[config.mk]
export PLATFORM = sky130hd
export DESIGN_NAME = ulbap_arbiter
export DESIGN_NICKNAME = d
export VERILOG_FILES = /design/src/ulbap_pkg.sv /design/src/ulbap_arbiter.sv /design/src/ulbap_pin_sync.sv
export SDC_FILE = /design/constraint.sdc
export NUM_CORES = 1
export LEC_CHECK = 0
export ABC_CLOCK_PERIOD_IN_PS = 5800
export BUFFER_PORTS_ARGS = -buffer_cell sky130_fd_sc_hd__buf_2
export CORE_MARGIN = 5
export CORE_UTILIZATION = 55
export DETAILED_ROUTE_END_ITERATION = 6
export PLACE_DENSITY = 0.78
export SYNTH_ARGS = -nofsm -noshare
export SYNTH_HDL_FRONTEND = slang
export SYNTH_SLANG_ARGS = --single-unit
[constraint.sdc]
create_clock -name i_clk -period 5.8 [get_ports i_clk]
set_clock_uncertainty 0.05 [all_clocks]
set_input_delay 1.16 -clock i_clk [delete_from_list [all_inputs] [get_ports i_clk]]
set_output_delay 1.16 -clock i_clk [all_outputs]
set_load 0.01 [all_outputs]
[src/ulbap_pkg.sv]
package ulbap_pkg;

   // ==========================================================
   // Arbitrated buses and widths
   // ==========================================================
   localparam int BUS_N     = 3;
   localparam int BUS_A     = 0;
   localparam int BUS_B     = 1;
   localparam int BUS_X     = 2;
   localparam int LADDR_W   = 19;
   localparam int LDATA_W   = 32;
   localparam int LED_N     = 3;

   // ==========================================================
   // Device select positions (active low pins)
   // ==========================================================
   localparam int SEL_A     = 0;
   localparam int SEL_B     = 1;
   localparam int SEL_V     = 2;

   // Chip enable positions in the memory control group
   localparam int CE_RAM_A  = 0;
   localparam int CE_RAM_B  = 1;
   localparam int CE_FLASH  = 2;

   // ==========================================================
   // Timing
   // ==========================================================
   localparam int CLK_PERIOD_NS = 20;
   localparam int LED_HOLD_NS   = 25_000_000;
   localparam int LED_HOLD_CYC  = LED_HOLD_NS / CLK_PERIOD_NS;
   localparam int LED_CNT_W     = 21;

   // ==========================================================
   // Types
   // ==========================================================
   typedef enum logic [1:0] {
      OWN_FREE = 2'h0,
      OWN_VME  = 2'h1,
      OWN_USER = 2'h2,
      OWN_DSP  = 2'h3
   } ulbap_owner_e;

   typedef struct packed {
      logic [BUS_N-1:0]   req_n;
      logic [2:0]         sel_n;
      logic [1:0]         wr_n;
      logic [LED_N-1:0]   led;
      logic               configured;
      logic [LADDR_W-1:0] addr;
      logic [LDATA_W-1:0] data;
   } ulbap_upins_s;

   typedef struct packed {
      logic [2:0] ce_n;
      logic [1:0] oe_n;
      logic [1:0] we_n;
   } ulbap_memctl_s;

   // ==========================================================
   // Reset values
   // ==========================================================
   localparam ulbap_upins_s UPINS_RST = '{
      req_n: 3'h7, sel_n: 3'h7, wr_n: 2'h3, led: 3'h0, configured: 1'h0,
      addr: 19'h00000, data: 32'h00000000};
   localparam ulbap_memctl_s MEMCTL_RST = '{ce_n: 3'h7, oe_n: 2'h3, we_n: 2'h3};
   localparam logic [LDATA_W-1:0] DATA_RST = 32'h00000000;
   localparam logic [LADDR_W-1:0] ADDR_RST = 19'h00000;

endpackage
[src/ulbap_arbiter.sv]
// Operation
// - Bus goes to first requester and stays until it withdraws or i_inhibit frees a user or DSP owner; others denied.
// - Three request lines (A, B, X), each with its own grant.
// - User requests active low, VME and DSP requests active high, grants active high.
// - Grants change only on the rising system clock edge.
// - A user request for bus A or B also requests bus X.
// - The DSP bus belongs permanently to the DSP, never arbitrated.
// - Valid select combinations route address/data and make OE, CE, WR.
// - LED drivers stretch pulses of two cycles to about 25 ms.
// - While user logic is unconfigured, all three LEDs are lit.
`timescale 1ns/10ps
`default_nettype none
module ulbap_arbiter
   import ulbap_pkg::*;
#(
   parameter int LED_HOLD_CYCLES = ulbap_pkg::LED_HOLD_CYC
) (
   input  wire logic                            i_clk,
   input  wire logic                            i_resetn,
   input  wire logic [ulbap_pkg::BUS_N-1:0]     i_bus_request_n,
   output logic      [ulbap_pkg::BUS_N-1:0]     o_bus_grant,
   input  wire logic [ulbap_pkg::BUS_N-1:0]     i_vme_request,
   output logic      [ulbap_pkg::BUS_N-1:0]     o_vme_grant,
   input  wire logic [ulbap_pkg::BUS_N-1:0]     i_dsp_request,
   output logic      [ulbap_pkg::BUS_N-1:0]     o_dsp_grant,
   input  wire logic                            i_inhibit,
   output logic      [5:0]                      o_bus_owner,
   output logic                                 o_dsp_bus_owned,
   input  wire logic [2:0]                      i_select_n,
   input  wire logic [1:0]                      i_write_n,
   input  wire logic [ulbap_pkg::LADDR_W-1:0]   i_local_address_lines,
   input  wire logic [ulbap_pkg::LDATA_W-1:0]   i_local_data_lines,
   output logic      [ulbap_pkg::LDATA_W-1:0]   o_local_data_lines,
   output logic                                 o_local_data_oe_n,
   output ulbap_pkg::ulbap_memctl_s             o_mem_ctl,
   output logic      [ulbap_pkg::LADDR_W-1:0]   o_mem_addr,
   output logic      [ulbap_pkg::LDATA_W-1:0]   o_mem_wdata,
   input  wire logic [ulbap_pkg::LDATA_W-1:0]   i_mem_a_rdata,
   input  wire logic [ulbap_pkg::LDATA_W-1:0]   i_mem_b_rdata,
   output logic                                 o_reg_select,
   input  wire logic                            i_user_configured,
   input  wire logic [ulbap_pkg::LED_N-1:0]     i_front_led_drive,
   output logic      [ulbap_pkg::LED_N-1:0]     o_front_led
);

   import ulbap_pkg::*;

   localparam logic [LED_CNT_W-1:0] LED_RELOAD = LED_CNT_W'(LED_HOLD_CYCLES);

   typedef struct packed {
      ulbap_owner_e [BUS_N-1:0]       owner;
      logic [BUS_N-1:0]               vme_gnt;
      logic [BUS_N-1:0]               user_gnt;
      logic [BUS_N-1:0]               dsp_gnt;
      ulbap_memctl_s                  memctl;
      logic [LADDR_W-1:0]             mem_addr;
      logic [LDATA_W-1:0]             mem_wdata;
      logic [LDATA_W-1:0]             ldata;
      logic                           ldata_oe_n;
      logic                           reg_sel;
      logic                           dsp_own;
      logic [LED_N-1:0]               led;
      logic [LED_N-1:0][LED_CNT_W-1:0] led_cnt;
   } ulbap_state_s;

   ulbap_state_s st_ff;
   ulbap_state_s nxt_st;
   ulbap_upins_s up;

   // ==========================================================
   // Pin synchronisation
   // ==========================================================
   ulbap_pin_sync #(
      .W   ($bits(ulbap_upins_s)),
      .RST (UPINS_RST)
   ) u_sync (
      .i_clk    (i_clk),
      .i_resetn (i_resetn),
      .i_d      ({i_bus_request_n, i_select_n, i_write_n, i_front_led_drive,
                  i_user_configured, i_local_address_lines, i_local_data_lines}),
      .o_q      (up)
   );

   function automatic logic [BUS_N-1:0] grants_of(input ulbap_owner_e [BUS_N-1:0] own,
                                                  input ulbap_owner_e who);
      logic [BUS_N-1:0] g;
      g = '0;
      for (int b = 0; b < BUS_N; b++) begin
         g[b] = (own[b] == who);
      end
      return g;
   endfunction

   // ==========================================================
   // Next state
   // ==========================================================
   always_comb begin
      logic [BUS_N-1:0] ureq;
      logic [BUS_N-1:0] dreq;
      logic             ram_a;
      logic             ram_b;
      logic             flash;
      logic             rd_a;
      logic             rd_b;
      ureq   = '0;
      dreq   = '0;
      ram_a  = 1'b0;
      ram_b  = 1'b0;
      flash  = 1'b0;
      rd_a   = 1'b0;
      rd_b   = 1'b0;
      nxt_st = st_ff;

      // Arbitration: first come, held until withdrawn or, for user and DSP, inhibited
      ureq = ~up.req_n & {BUS_N{~i_inhibit}};
      ureq[BUS_X] = ureq[BUS_X] | ureq[BUS_A] | ureq[BUS_B];
      dreq = i_dsp_request & {BUS_N{~i_inhibit}};
      for (int b = 0; b < BUS_N; b++) begin
         case (st_ff.owner[b])
            OWN_FREE: begin
               if (i_vme_request[b]) begin
                  nxt_st.owner[b] = OWN_VME;
               end else if (ureq[b]) begin
                  nxt_st.owner[b] = OWN_USER;
               end else if (dreq[b]) begin
                  nxt_st.owner[b] = OWN_DSP;
               end
            end
            OWN_VME: begin
               if (!i_vme_request[b]) begin
                  nxt_st.owner[b] = OWN_FREE;
               end
            end
            OWN_USER: begin
               if (!ureq[b]) begin
                  nxt_st.owner[b] = OWN_FREE;
               end
            end
            OWN_DSP: begin
               if (!dreq[b]) begin
                  nxt_st.owner[b] = OWN_FREE;
               end
            end
            default: begin
               nxt_st.owner[b] = OWN_FREE;
            end
         endcase
      end
      nxt_st.vme_gnt  = grants_of(nxt_st.owner, OWN_VME);
      nxt_st.user_gnt = grants_of(nxt_st.owner, OWN_USER);
      nxt_st.dsp_gnt  = grants_of(nxt_st.owner, OWN_DSP);
      nxt_st.dsp_own  = 1'b1;

      // Routing of user accesses by select combination
      flash = ~up.sel_n[SEL_A] & ~up.sel_n[SEL_V] & st_ff.user_gnt[BUS_A];
      ram_a = ~up.sel_n[SEL_A] & up.sel_n[SEL_V] & st_ff.user_gnt[BUS_A];
      ram_b = ~up.sel_n[SEL_B] & ~(up.sel_n[SEL_A] & ~up.sel_n[SEL_V])
              & st_ff.user_gnt[BUS_B];
      rd_a  = (ram_a | flash) & up.wr_n[0];
      rd_b  = ram_b & up.wr_n[1];
      nxt_st.reg_sel = up.sel_n[SEL_A] & up.sel_n[SEL_B] & ~up.sel_n[SEL_V]
                       & st_ff.user_gnt[BUS_X];
      nxt_st.memctl.ce_n[CE_RAM_A] = ~ram_a;
      nxt_st.memctl.ce_n[CE_RAM_B] = ~ram_b;
      nxt_st.memctl.ce_n[CE_FLASH] = ~flash;
      nxt_st.memctl.oe_n = {~rd_b, ~rd_a};
      nxt_st.memctl.we_n = {~(ram_b & ~up.wr_n[1]), ~((ram_a | flash) & ~up.wr_n[0])};
      nxt_st.mem_addr  = st_ff.user_gnt[BUS_X] ? up.addr : ADDR_RST;
      nxt_st.mem_wdata = up.data;
      // Local data driven only for a single-source read toward the user
      nxt_st.ldata_oe_n = ~(rd_a ^ rd_b) | (ram_a & ram_b);
      nxt_st.ldata      = rd_b ? i_mem_b_rdata : i_mem_a_rdata;

      // LED stretchers
      for (int l = 0; l < LED_N; l++) begin
         if (up.led[l]) begin
            nxt_st.led_cnt[l] = LED_RELOAD;
         end else if (st_ff.led_cnt[l] != '0) begin
            nxt_st.led_cnt[l] = st_ff.led_cnt[l] - LED_CNT_W'(1);
         end
         nxt_st.led[l] = ~up.configured | up.led[l]
                         | (st_ff.led_cnt[l] != '0);
      end
   end

   // ==========================================================
   // State register
   // ==========================================================
   always_ff @(posedge i_clk or negedge i_resetn) begin
      if (!i_resetn) begin
         st_ff.owner      <= '{default: OWN_FREE};
         st_ff.vme_gnt    <= 3'h0;
         st_ff.user_gnt   <= 3'h0;
         st_ff.dsp_gnt    <= 3'h0;
         st_ff.memctl     <= MEMCTL_RST;
         st_ff.mem_addr   <= ADDR_RST;
         st_ff.mem_wdata  <= DATA_RST;
         st_ff.ldata      <= DATA_RST;
         st_ff.ldata_oe_n <= 1'h1;
         st_ff.reg_sel    <= 1'h0;
         st_ff.dsp_own    <= 1'h1;
         st_ff.led        <= 3'h7;
         st_ff.led_cnt    <= '0;
      end else begin
         st_ff <= nxt_st;
      end
   end

   // ==========================================================
   // Outputs
   // ==========================================================
   assign o_bus_grant        = st_ff.user_gnt;
   assign o_vme_grant        = st_ff.vme_gnt;
   assign o_dsp_grant        = st_ff.dsp_gnt;
   assign o_bus_owner        = st_ff.owner;
   assign o_dsp_bus_owned    = st_ff.dsp_own;
   assign o_local_data_lines = st_ff.ldata;
   assign o_local_data_oe_n  = st_ff.ldata_oe_n;
   assign o_mem_ctl          = st_ff.memctl;
   assign o_mem_addr         = st_ff.mem_addr;
   assign o_mem_wdata        = st_ff.mem_wdata;
   assign o_reg_select       = st_ff.reg_sel;
   assign o_front_led        = st_ff.led;

endmodule
`default_nettype wire

[src/ulbap_pin_sync.sv]
`timescale 1ns/10ps
`default_nettype none
module ulbap_pin_sync #(
   parameter int              W   = 1,
   parameter logic [W-1:0]    RST = '0
) (
   input  wire logic         i_clk,
   input  wire logic         i_resetn,
   input  wire logic [W-1:0] i_d,
   output logic      [W-1:0] o_q
);

   typedef struct packed {
      logic [W-1:0] s1;
      logic [W-1:0] s2;
      logic [W-1:0] s3;
      logic [W-1:0] q;
   } ulbap_sync_s;

   ulbap_sync_s st_ff;
   ulbap_sync_s nxt_st;

   // ==========================================================
   // Three stages; a change counts once stages two and three agree
   // ==========================================================
   always_comb begin
      nxt_st    = st_ff;
      nxt_st.s1 = i_d;
      nxt_st.s2 = st_ff.s1;
      nxt_st.s3 = st_ff.s2;
      for (int i = 0; i < W; i++) begin
         if (st_ff.s2[i] == st_ff.s3[i]) begin
            nxt_st.q[i] = st_ff.s3[i];
         end
      end
   end

   always_ff @(posedge i_clk or negedge i_resetn) begin
      if (!i_resetn) begin
         st_ff <= '{s1: RST, s2: RST, s3: RST, q: RST};
      end else begin
         st_ff <= nxt_st;
      end
   end

   assign o_q = st_ff.q;

endmodule
`default_nettype wire

### After elaboration in Yosys (flattened, before gate mapping)

Cells that the tools add are included.
Widths: inputs -> output; s select.

* flip-flop bits (word level): 425
* input port bits: 136
* output and inout port bits: 111
* logic and storage cells: 251

* $add $sub $neg: 3
* equal/unequal tests: 81
* muxes and demuxes: 29
* bitwise gates (word level): 45
* reductions and logical operators: 9

Operators by type and width (count)
* $mux 21: 6
* $eq 1x1->1: 63
* $reduce_bool 21->1: 3
* $sub 21x1->21 const B: 3
* $mux 2: 18
* $mux 32: 1
* $eq 2x2->1 const B: 12
* $pmux 2 s4: 3
* $mux 19: 1
* $not 1->1: 16
* $and 1x1->1: 15
* $eq 2x1->1 const B: 6
* $or 1x1->1: 10
* $and 3x3->3: 2
* $logic_not 2->1: 3
* $reduce_bool 2->1: 3
* $not 3->3: 1
* $xor 1x1->1: 1

### Longest topological paths before layout

Gate-level depths: netlist of run 1.

* word-level depth: 9
* mapped depth: 8
* depth with buffers taken out: 7

### By module

Synthesis of run 1 repeated with hierarchy kept, for this count alone.

* cells, all modules: 1074
* area, all modules: 15382.3 µm²

Modules (own cells, without submodules)
* ulbap_arbiter: times used 1, cells each 696, area an instance 7853.8 µm², seq. area each 4342.9 µm²
* ulbap_pin_sync: times used 1, cells each 378, area an instance 7528.5 µm², seq. area each 6346.1 µm²

### Least setup slack after synthesis of run 1

OpenSTA, ideal clock, no wires.

* kind: register -> register
* start: reg st_ff[21] (netlist bit)
* end: reg st_ff[37] (netlist bit)
* setup time: 0.131 ns
* arrival: 1.915 ns
* required time: 5.619 ns
* slack: 3.704 ns
* cell stages (with the launch flop): 8
* path buffers: 0
* period minus slack after synthesis: 2.096 ns
* path through: dfrtp_1 inv_1 ha_1 or3b_2 nor3_2 o211ai_2 o31a_1 or3_1

* longest elaborated chain between the ends: 3
* elaborated cells on any way between the ends: 5
* those cells by class: add/sub (1); mux (2); reduce/logical (2)

Ends and longest elaborated chain
* start, declared: RTL line ulbap_arbiter.sv:66 `ulbap_state_s st_ff;`
* start signal, assigned: RTL line ulbap_arbiter.sv:205 `st_ff <= nxt_st;`
* $sub 21x1->21: RTL line ulbap_arbiter.sv:179 `nxt_st.led_cnt[l] = st_ff.led_cnt[l] - LED_CNT_W'(1);`
* $mux 21: RTL line ulbap_arbiter.sv:178 `end else if (st_ff.led_cnt[l] != '0) begin`
* $mux 21: RTL line ulbap_arbiter.sv:176 `if (up.led[l]) begin`

Several ways; a longest one is shown, not always the timed one. The select of a mux whose other input is x is not followed.
A chain may end at the register's enable or synchronous reset.

### Worst setup path in the final report of run 1

* start: reg st_ff (netlist bit o_bus_grant[2])
* end: out o_bus_grant[2] (netlist bit)

RTL lines
* end, declared: RTL line ulbap_arbiter.sv:21 `output logic [ulbap_pkg::BUS_N-1:0] o_bus_grant,`

No word-level cell between the ends.

==> metrics.yaml, run 1 <==
critical_path:
  path_cells: "buf_2"
  worstReg2RegStart: "st_ff[0]$_DFFE_PN0P_"
  crit_path_end_kind: "output port"
  cpLargestDelayFamily: "flip-flops"
  critPathMaxStageDelay_ns: 0.81
  arrival_ns: 1.60
  criticalPathCategory: "flip-flop to output port"
  rrSetupSlack_ns: 3.38
  path_max_fanout: 21
  critical_path.n_buffers_inverters: 1
  reg2reg_depth: 7
  r2r_end: "st_ff[1]$_DFFE_PN0P_"
  crit_start: "o_bus_grant[2]$_DFF_PN0_"
  crit_required_ns: 4.59
  cp-start-kind: "flip-flop"
  slowest_stage: "dfrtp_1"
place:
  place.gp.congestion: 0.826
  post-place-ws_ns: 3.18
  dp_hpwl_um: 18200
  placed_cell_area_sq_um: 15600
  numPortBuffers: 245
  dp_cells: 1471
sta:
  slew_headroom_pct: 46.5
  min_period_ns: 2.81
  period_share_pct: 48.4
  slew_violations: 0
  finalHoldViolCount: 0
  fmax_ghz: 0.356
  finalSetupTns_ns: 0
  setup_viol: 0
  timing.hold.ws_ns: 0.283
  tightest_slew_ns: 0.802
  setup_slack_ns: 2.99
  rsz0062_at_grt: "no"
clock_tree:
  cts_hold_buf: 0
  clockBufferDepth: 3
  cts_tree: "built"
  cts_sinks: 425
  cts_resized: 0
  cts_max_level: 2
  tritoncts.num_buffers: 41
  insertion_delay_ns: 0.53
  post_cts_buffers: 0
  cts-root-buf: "clkbuf_16"
  clkSlewWorstSetupHoldPaths_ns: 0.07
synthesis:
  synthTopCellsByArea: "dfrtp_1, dfstp_2, buf_4, maj3_1, mux2_2"
  synth_area_sq_um: 14800
  yosysSeqAreaShare_pct: 72.2
  synthFlopType: "dfrtp_1"
  syn-num-nets: 1147
  yosys_warnings: 0
  synth_top_area_share_pct: 64.5
  synthArstFlopShare_pct: 100
  syn_area_per_cell_sq_um: 14.7
  synthTopCellsByCount: "dfrtp_1, buf_4, maj3_1"
  ys_seq_elements: 425
  synth_edf_count: 0
  postSynthCellCount: 1005
  yosysTopAreaCell: "dfrtp_1"
  synth.distinct_cells: 63
  yosysMostFrequentCell: "dfrtp_1"
routing:
  ant_nets: 0
  drtIter0Drc: 357
  via_per_inst: 5.03
  vias: 7783
  drc: 0
  drt-total-wl_um: 26400
  wl_per_cell_um: 17.1
  firstDrtPassIters: 5
layout:
  area_growth_pct: 14.9
  design_area_sq_um: 17000
  nets: 1315
  postLayoutCoreUtil_pct: 63.7
  drive_above_1_share_pct: 33.9
  stdcell_count: 1546
floorplan:
  start_util_pct: 55.4
  die_height_um: 174
  io_pins: 247
  dieWidth_um: 174
  num_rows: 60
  die_area_sq_um: 30300
  core_sq_um: 26700
grt:
  grt_pass1_vias: 8191
  grt_max_degree: 114
  overflow: 0
  grtUsageTotal_pct: 17.8
  grt_pass1_wl_um: 43500
  antenna_found_initial: 2
hold_path:
  min_to: "u_sync.nxt_st[87]$_DFF_PN0_"
  hp-start: "u_sync.nxt_st[150]$_DFF_PN0_"
  hp-class: "flip-flop to flip-flop"
  hold_depth: 0
power:
  p_leak_nw: 7.65
  vdd_drop_max_mv: 0.234
  finalPower_mw: 6.46
  power_density_nw_per_um2: 380
job:
  max-cap-violations: 0
outcome:
  status: "finished clean"
## flip-flops by register name, summed over array words and instances (netlist names), 6 cells and up
register,count
u_sync.nxt_st,126
st_ff,63
u_sync.o_q,63
u_sync.st_ff,63
o_local_data_lines,32
o_mem_wdata,32
o_mem_addr,19
o_mem_ctl,7
o_bus_owner,6
## worst max-delay path by stage
stage | end | slack, ns | depth (start not counted)
2_1_floorplan | st_ff[37]$_DFFE_PN0P_ | 3.70 | 7
3_3_place_gp | st_ff[39]$_DFFE_PN0P_ | 3.22 | 2
3_5_place_dp | st_ff[35]$_DFFE_PN0P_ | 3.18 | 2
4_1_cts | o_bus_grant[2] | 2.95 | 1
5_1_grt | o_bus_grant[2] | 2.86 | 1
6_report | o_bus_grant[2] | 2.99 | 1
## cell families (layout without fill, tap and decap cells)
family	Yosys count	count (layout)	share of synthesized area, %
fa+ha+maj	69	69	4.77
simple gates	238	238	9.06
buf+inv	137	335	6.37
other cells	1	3	0.0253
flops	425	425	72.2
xor+xnor	38	38	2.25
compound gates	61	61	2.64
mux	36	36	2.72
## report_power, final
group	internal [mW]	switching (mW)	leakage [nW]
clock network	1.62	1.06	0.681
logic	0.203	0.253	1.99
registers	3.18	0.138	4.98
total	5.01	1.45	7.65
## layout by cell type, fill, tap and decap left out, types with 10 or more instances in the layout
| cell type | n |
|---|---|
| or3_1 | 17 |
| mux2_2 | 34 |
| nor3_1 | 20 |
| dfrtp_1 | 382 |
| nor4_1 | 17 |
| nor2_1 | 54 |
| buf_2 | 244 |
| o21ai_0 | 20 |
| a21oi_1 | 13 |
| nand2b_1 | 14 |
| clkbuf_16 | 41 |
| clkbuf_1 | 11 |
| maj3_1 | 63 |
| nand2_1 | 28 |
| xnor2_1 | 16 |
| dfstp_2 | 43 |
| and2_1 | 23 |
| xor2_1 | 22 |
| inv_1 | 10 |
## routing by layer
layer / track usage, % / part of all wire, % / vias to the layer above
met5: 0 / 0 / -
li1: - / - / 3634
met3: 3.91 / 4.7 / 49
met1: 23.7 / 42 / 3927
met4: 5.28 / 2.4 / 0
met2: 29.7 / 51 / 173
## layout make-up
class | instances | area [sq um]
multi-input combinational | 443 | 3180
antenna | 2 | 5.00
timing repair buffer | 251 | 1290
sequential | 425 | 10700
inverter | 11 | 41.3
clock buffer | 59 | 1160
fill | 1946 | 9710
clock inverter | 14 | 221
tap | 341 | 427
Note: power is estimated with default switching activity, not from simulation.
==> inputs of run 2 (changes only) <==
--- a/config.mk
+++ b/config.mk
@@ -5,7 +5,8 @@
 export SDC_FILE = /design/constraint.sdc
 export NUM_CORES = 1
 export LEC_CHECK = 0
-export ABC_CLOCK_PERIOD_IN_PS = 5800
+export ABC_AREA = 1
+export ABC_CLOCK_PERIOD_IN_PS = 2810
 export BUFFER_PORTS_ARGS = -buffer_cell sky130_fd_sc_hd__buf_2
 export CORE_MARGIN = 5
 export CORE_UTILIZATION = 55
==> constraint.sdc (replaced) <==
create_clock -name i_clk -period 2.81 [get_ports i_clk]
set_clock_uncertainty 0.05 [all_clocks]
set_input_delay 0.562 -clock i_clk [delete_from_list [all_inputs] [get_ports i_clk]]
set_output_delay 0.562 -clock i_clk [all_outputs]
set_load 0.01 [all_outputs]
==> metrics.yaml, run 2 <==
outcome:
  status: "finished clean"
grt:
  overflow: 0
  grtUsageTotal_pct: 19.5
  grt_pass1_wl_um: 49400
  antenna_found_initial: 4
  grt_pass1_vias: 9834
  grt_max_degree: 77
sta:
  min_period_ns: 1.83
  period_share_pct: 65.0
  fmax_ghz: 0.548
  rsz0062_at_grt: "no"
  setup_viol: 0
  slew_violations: 0
  timing.hold.ws_ns: 0.0813
  slew_headroom_pct: 63.0
  finalHoldViolCount: 0
  tightest_slew_ns: 0.555
  finalSetupTns_ns: 0
critical_path:
  arrival_ns: 2.14
  crit_path_end_kind: "flip-flop"
  slowest_stage: "dfstp_2"
  r2r_end: "o_local_data_lines[14]$_DFF_PN0_"
  worstReg2RegStart: "u_sync.o_q[59]$_DFFE_PN1N_"
  cpLargestDelayFamily: "simple AND/OR/NAND/NOR gates"
  path_cells: "inv_2, nand2_1, nand2_1, nor2_4, inv_2, nand2_1, nand2_1"
  rrSetupSlack_ns: 0.98
  cp-start-kind: "flip-flop"
  path_max_fanout: 34
  criticalPathCategory: "flip-flop to flip-flop"
  reg2reg_depth: 7
  critical_path.n_buffers_inverters: 2
  critPathMaxStageDelay_ns: 0.55
  crit_required_ns: 3.13
  cp_common_cell: "nand2_1"
clock_tree:
  clockBufferDepth: 3
  insertion_delay_ns: 0.53
  cts-root-buf: "clkbuf_16"
  tritoncts.num_buffers: 42
  clkSlewWorstSetupHoldPaths_ns: 0.06
  cts_tree: "built"
  cts_max_level: 2
  cts_sinks: 425
  cts_resized: 0
power:
  internal_power_mw: 10.6
  swShare_pct: 23.7
  switchingPower_mw: 3.29
  finalPower_mw: 13.9
  combPwrFrac_pct: 8.5
  vdd_drop_max_mv: 0.627
  power_density_nw_per_um2: 771
  pwr-share-seq_pct: 49.2
  p_leak_nw: 8.92
  power_frac_clock_pct: 42.3
routing:
  wl_per_cell_um: 15.5
  firstDrtPassIters: 5
  ant_nets: 0
  drt-total-wl_um: 30000
  drtIter0Drc: 676
  via_per_inst: 4.93
  vias: 9559
  drc: 0
synthesis:
  syn_area_per_cell_sq_um: 11.6
  synthFlopType: "dfrtp_1"
  yosysTopAreaCell: "dfrtp_1"
  postSynthCellCount: 1347
  synth.distinct_cells: 39
  synthTopCellsByCount: "dfrtp_1, nand2_1, nor2_1"
  synthArstFlopShare_pct: 100
  yosysMostFrequentCell: "dfrtp_1"
  synth_top_area_share_pct: 61.4
  synth_edf_count: 0
  yosys_warnings: 0
  syn-num-nets: 1489
  yosysSeqAreaShare_pct: 68.7
  ys_seq_elements: 425
  synth_area_sq_um: 15600
  synthTopCellsByArea: "dfrtp_1, dfstp_2, nand2_1, buf_4, maj3_1"
hold_path:
  hp-start: "i_local_data_lines[3]"
  min_to: "u_sync.nxt_st[129]$_DFF_PN0_"
  hold_depth: 1
  hp-class: "input port to flip-flop"
place:
  numPortBuffers: 245
  dp_hpwl_um: 21300
  dp_cells: 1857
  place.gp.congestion: 0.882
layout:
  nets: 1666
  mostFrequentLayoutCell: "dfrtp_1"
  area_growth_pct: 15.8
  postLayoutCoreUtil_pct: 64.7
  layout_common_cells: "dfrtp_1, nand2_1, buf_2, nor2_1, inv_1"
  largest_reg_flops: 126
  drive_above_1_share_pct: 27.5
  stdcell_count: 1938
floorplan:
  die_area_sq_um: 31800
  num_rows: 61
  die_height_um: 178
  io_pins: 247
  core_sq_um: 27900
  start_util_pct: 55.9
  dieWidth_um: 178
job:
  max-cap-violations: 0
## run 2: cell types whose count changed after synthesis, moves of 23 or more
cell	before	now
and2_1	23	0
inv_1	10	103
mux2_2	34	0
nand2_1	28	264
nand3_1	9	94
nor2_1	54	123
## run 2: how the worst max path moves through the flow
stage	from	endpoint	slack, ns	cells after the start
after floorplan	st_ff[21]$_DFFE_PN0P_	st_ff[41]$_DFFE_PN0P_	1.24	10
after global placement	u_sync.o_q[59]$_DFFE_PN1N_	o_local_data_lines[14]$_DFF_PN0_	1.01	7
after detailed placement	u_sync.o_q[59]$_DFFE_PN1N_	o_local_data_lines[14]$_DFF_PN0_	0.99	7
after CTS	u_sync.o_q[59]$_DFFE_PN1N_	o_local_data_lines[14]$_DFF_PN0_	0.97	7
after global routing	st_ff[42]$_DFFE_PN0P_	st_ff[62]$_DFFE_PN0P_	0.76	9
final	u_sync.o_q[59]$_DFFE_PN1N_	o_local_data_lines[14]$_DFF_PN0_	0.98	7
## run 2: layout make-up
class	count	area, sq um
multi-input combinational	677	3520
clock buffer	57	1170
antenna	2	5.00
inverter	119	449
tap	378	473
fill	2101	9830
clock inverter	21	313
timing repair buffer	259	1410
sequential	425	10700
## run 2: logic make-up after synthesis
group,synth area share (%)
flip-flops,68.7
other,0.0241
adder cells (fa/ha/maj),4.53
XOR/XNOR,0.450
AO/OA/AOI/OAI,1.60
buffers and inverters,8.71
AND/OR/NAND/NOR,16.0
## run 2: worst reg2reg max path, delay by kind of cell, from the launching register on
family / cells / cell delay [ns]
flip-flops: 1 / 0.55
AND/OR/NAND/NOR: 5 / 0.72
buffers and inverters: 2 / 0.34
## run 2: through the flow
step	setup slack, ns	cell area [sq um]
6_report	0.984	18000
5_1_grt	0.755	18000
4_1_cts	0.973	18000
3_5_place_dp	0.988	16500
3_3_place_gp	1.01	16500
2_1_floorplan	1.24	15600
## run 2: repair_timing
item	CTS	global route
endpoints found under the hold margin	56	0
hold buffers	1	0
setup buffers	0	0
## run 2: routing by layer
metal	global-route usage, %	wire, um
met5	0	44
met4	7.23	929
met1	23.7	11300
met2	34.7	15500
met3	3.82	2160
## run 2: power by group through the flow
| stage | Sequential, mW | Clock, mW | Combinational [mW] |
|---|---|---|---|
| after floorplan | 6.86 | 0 | 0.856 |
| after global placement | 6.93 | 0 | 1.15 |
| after detailed placement | 6.95 | 0 | 1.19 |
| after CTS | 6.85 | 6.01 | 1.20 |
| after global routing | 6.89 | 6.31 | 1.34 |
| final | 6.84 | 5.87 | 1.18 |
==> inputs of run 3 (changes only) <==
--- a/config.mk
+++ b/config.mk
@@ -6,7 +6,7 @@
 export NUM_CORES = 1
 export LEC_CHECK = 0
 export ABC_AREA = 1
-export ABC_CLOCK_PERIOD_IN_PS = 2810
+export ABC_CLOCK_PERIOD_IN_PS = 1800
 export BUFFER_PORTS_ARGS = -buffer_cell sky130_fd_sc_hd__buf_2
 export CORE_MARGIN = 5
 export CORE_UTILIZATION = 55
==> constraint.sdc (replaced) <==
create_clock -name i_clk -period 1.8 [get_ports i_clk]
set_clock_uncertainty 0.05 [all_clocks]
set_input_delay 0.36 -clock i_clk [delete_from_list [all_inputs] [get_ports i_clk]]
set_output_delay 0.36 -clock i_clk [all_outputs]
set_load 0.01 [all_outputs]
==> metrics.yaml, run 3 (synthesis results as in run 2) <==
critical_path:
  worstReg2RegStart: "st_ff[0]$_DFFE_PN0P_"
  slowest_stage: "dfrtp_1"
  path_cells: "inv_2, ha_1, inv_1, nor3_4, nand4_4, inv_4, nor2_1"
  crit_start: "st_ff[0]$_DFFE_PN0P_"
  arrival_ns: 2.02
  path_max_fanout: 11
  cp-start-kind: "flip-flop"
  crit_required_ns: 2.16
  critPathMaxStageDelay_ns: 0.41
  crit_path_end_kind: "flip-flop"
  criticalPathCategory: "flip-flop to flip-flop"
clock_tree:
  cts_tree: "built"
  clkSlewWorstSetupHoldPaths_ns: 0.06
  tritoncts.num_buffers: 42
  cts_max_level: 2
  insertion_delay_ns: 0.54
  clockBufferDepth: 3
  post_cts_buffers: 0
  cts-root-buf: "clkbuf_16"
  cts_sinks: 425
floorplan:
  dieWidth_um: 178
  start_util_pct: 55.9
  io_pins: 247
  core_sq_um: 27900
  die_height_um: 178
  num_rows: 61
  die_area_sq_um: 31800
grt:
  grt_pass1_vias: 10700
  grt_pass1_wl_um: 54100
  grt_max_degree: 75
  antenna_found_initial: 1
  grtUsageTotal_pct: 21.4
  overflow: 0
place:
  numPortBuffers: 245
  dp_hpwl_um: 21700
  place.gp.congestion: 0.919
  dp_cells: 1869
routing:
  wl_per_cell_um: 16.3
  drc: 0
  drt-total-wl_um: 33800
  vias: 10200
  drtIter0Drc: 553
  ant_nets: 0
  firstDrtPassIters: 4
  via_per_inst: 4.94
sta:
  slew_violations: 0
  tightest_slew_ns: 0.579
  period_share_pct: 92.2
  slew_headroom_pct: 61.3
  finalHoldViolCount: 0
  finalSetupTns_ns: 0
  fmax_ghz: 0.602
  min_period_ns: 1.66
  setup_viol: 0
  rsz0062_at_grt: "no"
power:
  pwr-share-seq_pct: 49.7
  power_frac_clock_pct: 40.2
  internal_power_mw: 16.3
  switchingPower_mw: 5.22
  combPwrFrac_pct: 10.0
  power_density_nw_per_um2: 1120
  swShare_pct: 24.3
  p_leak_nw: 9.40
  vdd_drop_max_mv: 0.864
outcome:
  status: "finished clean"
layout:
  largest_reg_flops: 126
  layout_common_cells: "dfrtp_1, nand2_1, buf_2, nor2_1, dlygate4sd3_1"
  area_growth_pct: 23.3
  stdcell_count: 2066
  mostFrequentLayoutCell: "dfrtp_1"
  nets: 1796
  drive_above_1_share_pct: 25.7
job:
  max-cap-violations: 0
hold_path:
  hp-start: "i_mem_b_rdata[29]"
  hp-class: "input port to flip-flop"
-- run 3: timing repair --
action                                 CTS  global route
setup endpoints to repair                0             4
endpoints found under the hold margin  143             0
hold buffers                           119             0
gates resized for setup                  0             2
-- run 3: worst paths after layout --
path,slack (ns),cells past startpoint,endpoint
max,0.14,7,st_ff[10]$_DFFE_PN0P_
min,0.03,3,o_local_data_lines[29]$_DFF_PN0_
max reg2reg,0.14,7,st_ff[10]$_DFFE_PN0P_
min reg2reg,0.28,0,u_sync.nxt_st[84]$_DFF_PN0_
max in group asynchronous,0.62,3,o_local_data_lines[25]$_DFF_PN0_
min in group asynchronous,0.25,2,u_sync.nxt_st[72]$_DFF_PN0_
-- run 3: per-layer routing --
layer	GRT usage (%)	vias to the layer above	part of all wire, %
li1	-	4755	-
met1	25.8	5014	38
met2	37.6	344	50
met3	4.85	85	7.1
met4	8.57	0	4.0
met5	0	-	0
-- run 3: area by class of cell --
| type | count | area (sq um) |
|---|---|---|
| Antenna cell | 2 | 5.00 |
| Clock buffer | 66 | 1220 |
| Clock inverter | 10 | 173 |
| Fill cell | 1932 | 8670 |
| Inverter | 119 | 450 |
| Multi-Input combinational cell | 677 | 3520 |
| Sequential cell | 425 | 10700 |
| Tap cell | 378 | 473 |
| Timing Repair Buffer | 389 | 2650 |
-- run 3: worst max-delay path, delay by kind of cell (launching register included) --
| kind | cells | cell delay (ns) |
|---|---|---|
| simple gates | 3 | 0.51 |
| flops | 1 | 0.41 |
| buf+inv | 3 | 0.43 |
| fa+ha+maj | 1 | 0.16 |
-- run 3: per-stage QoR --
step           hold WS, ns  area [sq um]  power [mW]  utilization (%)  setup slack, ns
2_1_floorplan       0.0144         15600        12.0                -            0.232
3_3_place_gp         0.226         16600        12.7             59.6            0.171
3_5_place_dp         0.222         16600        12.8             59.6            0.127
4_1_cts           0.000947         19200        21.7             68.8            0.110
5_1_grt             0.0102         19200        22.5             68.9          0.00467
6_report            0.0258         19200        21.5             68.9            0.140
-- run 3: power groups by stage --
stage / Combinational, mW / Sequential (mW) / Clock, mW
CTS: 2.16 / 10.7 / 8.88
floorplan: 1.34 / 10.7 / 0
finish: 2.16 / 10.7 / 8.65
global route: 2.41 / 10.8 / 9.34
detailed placement: 1.93 / 10.8 / 0
global placement: 1.87 / 10.8 / 0
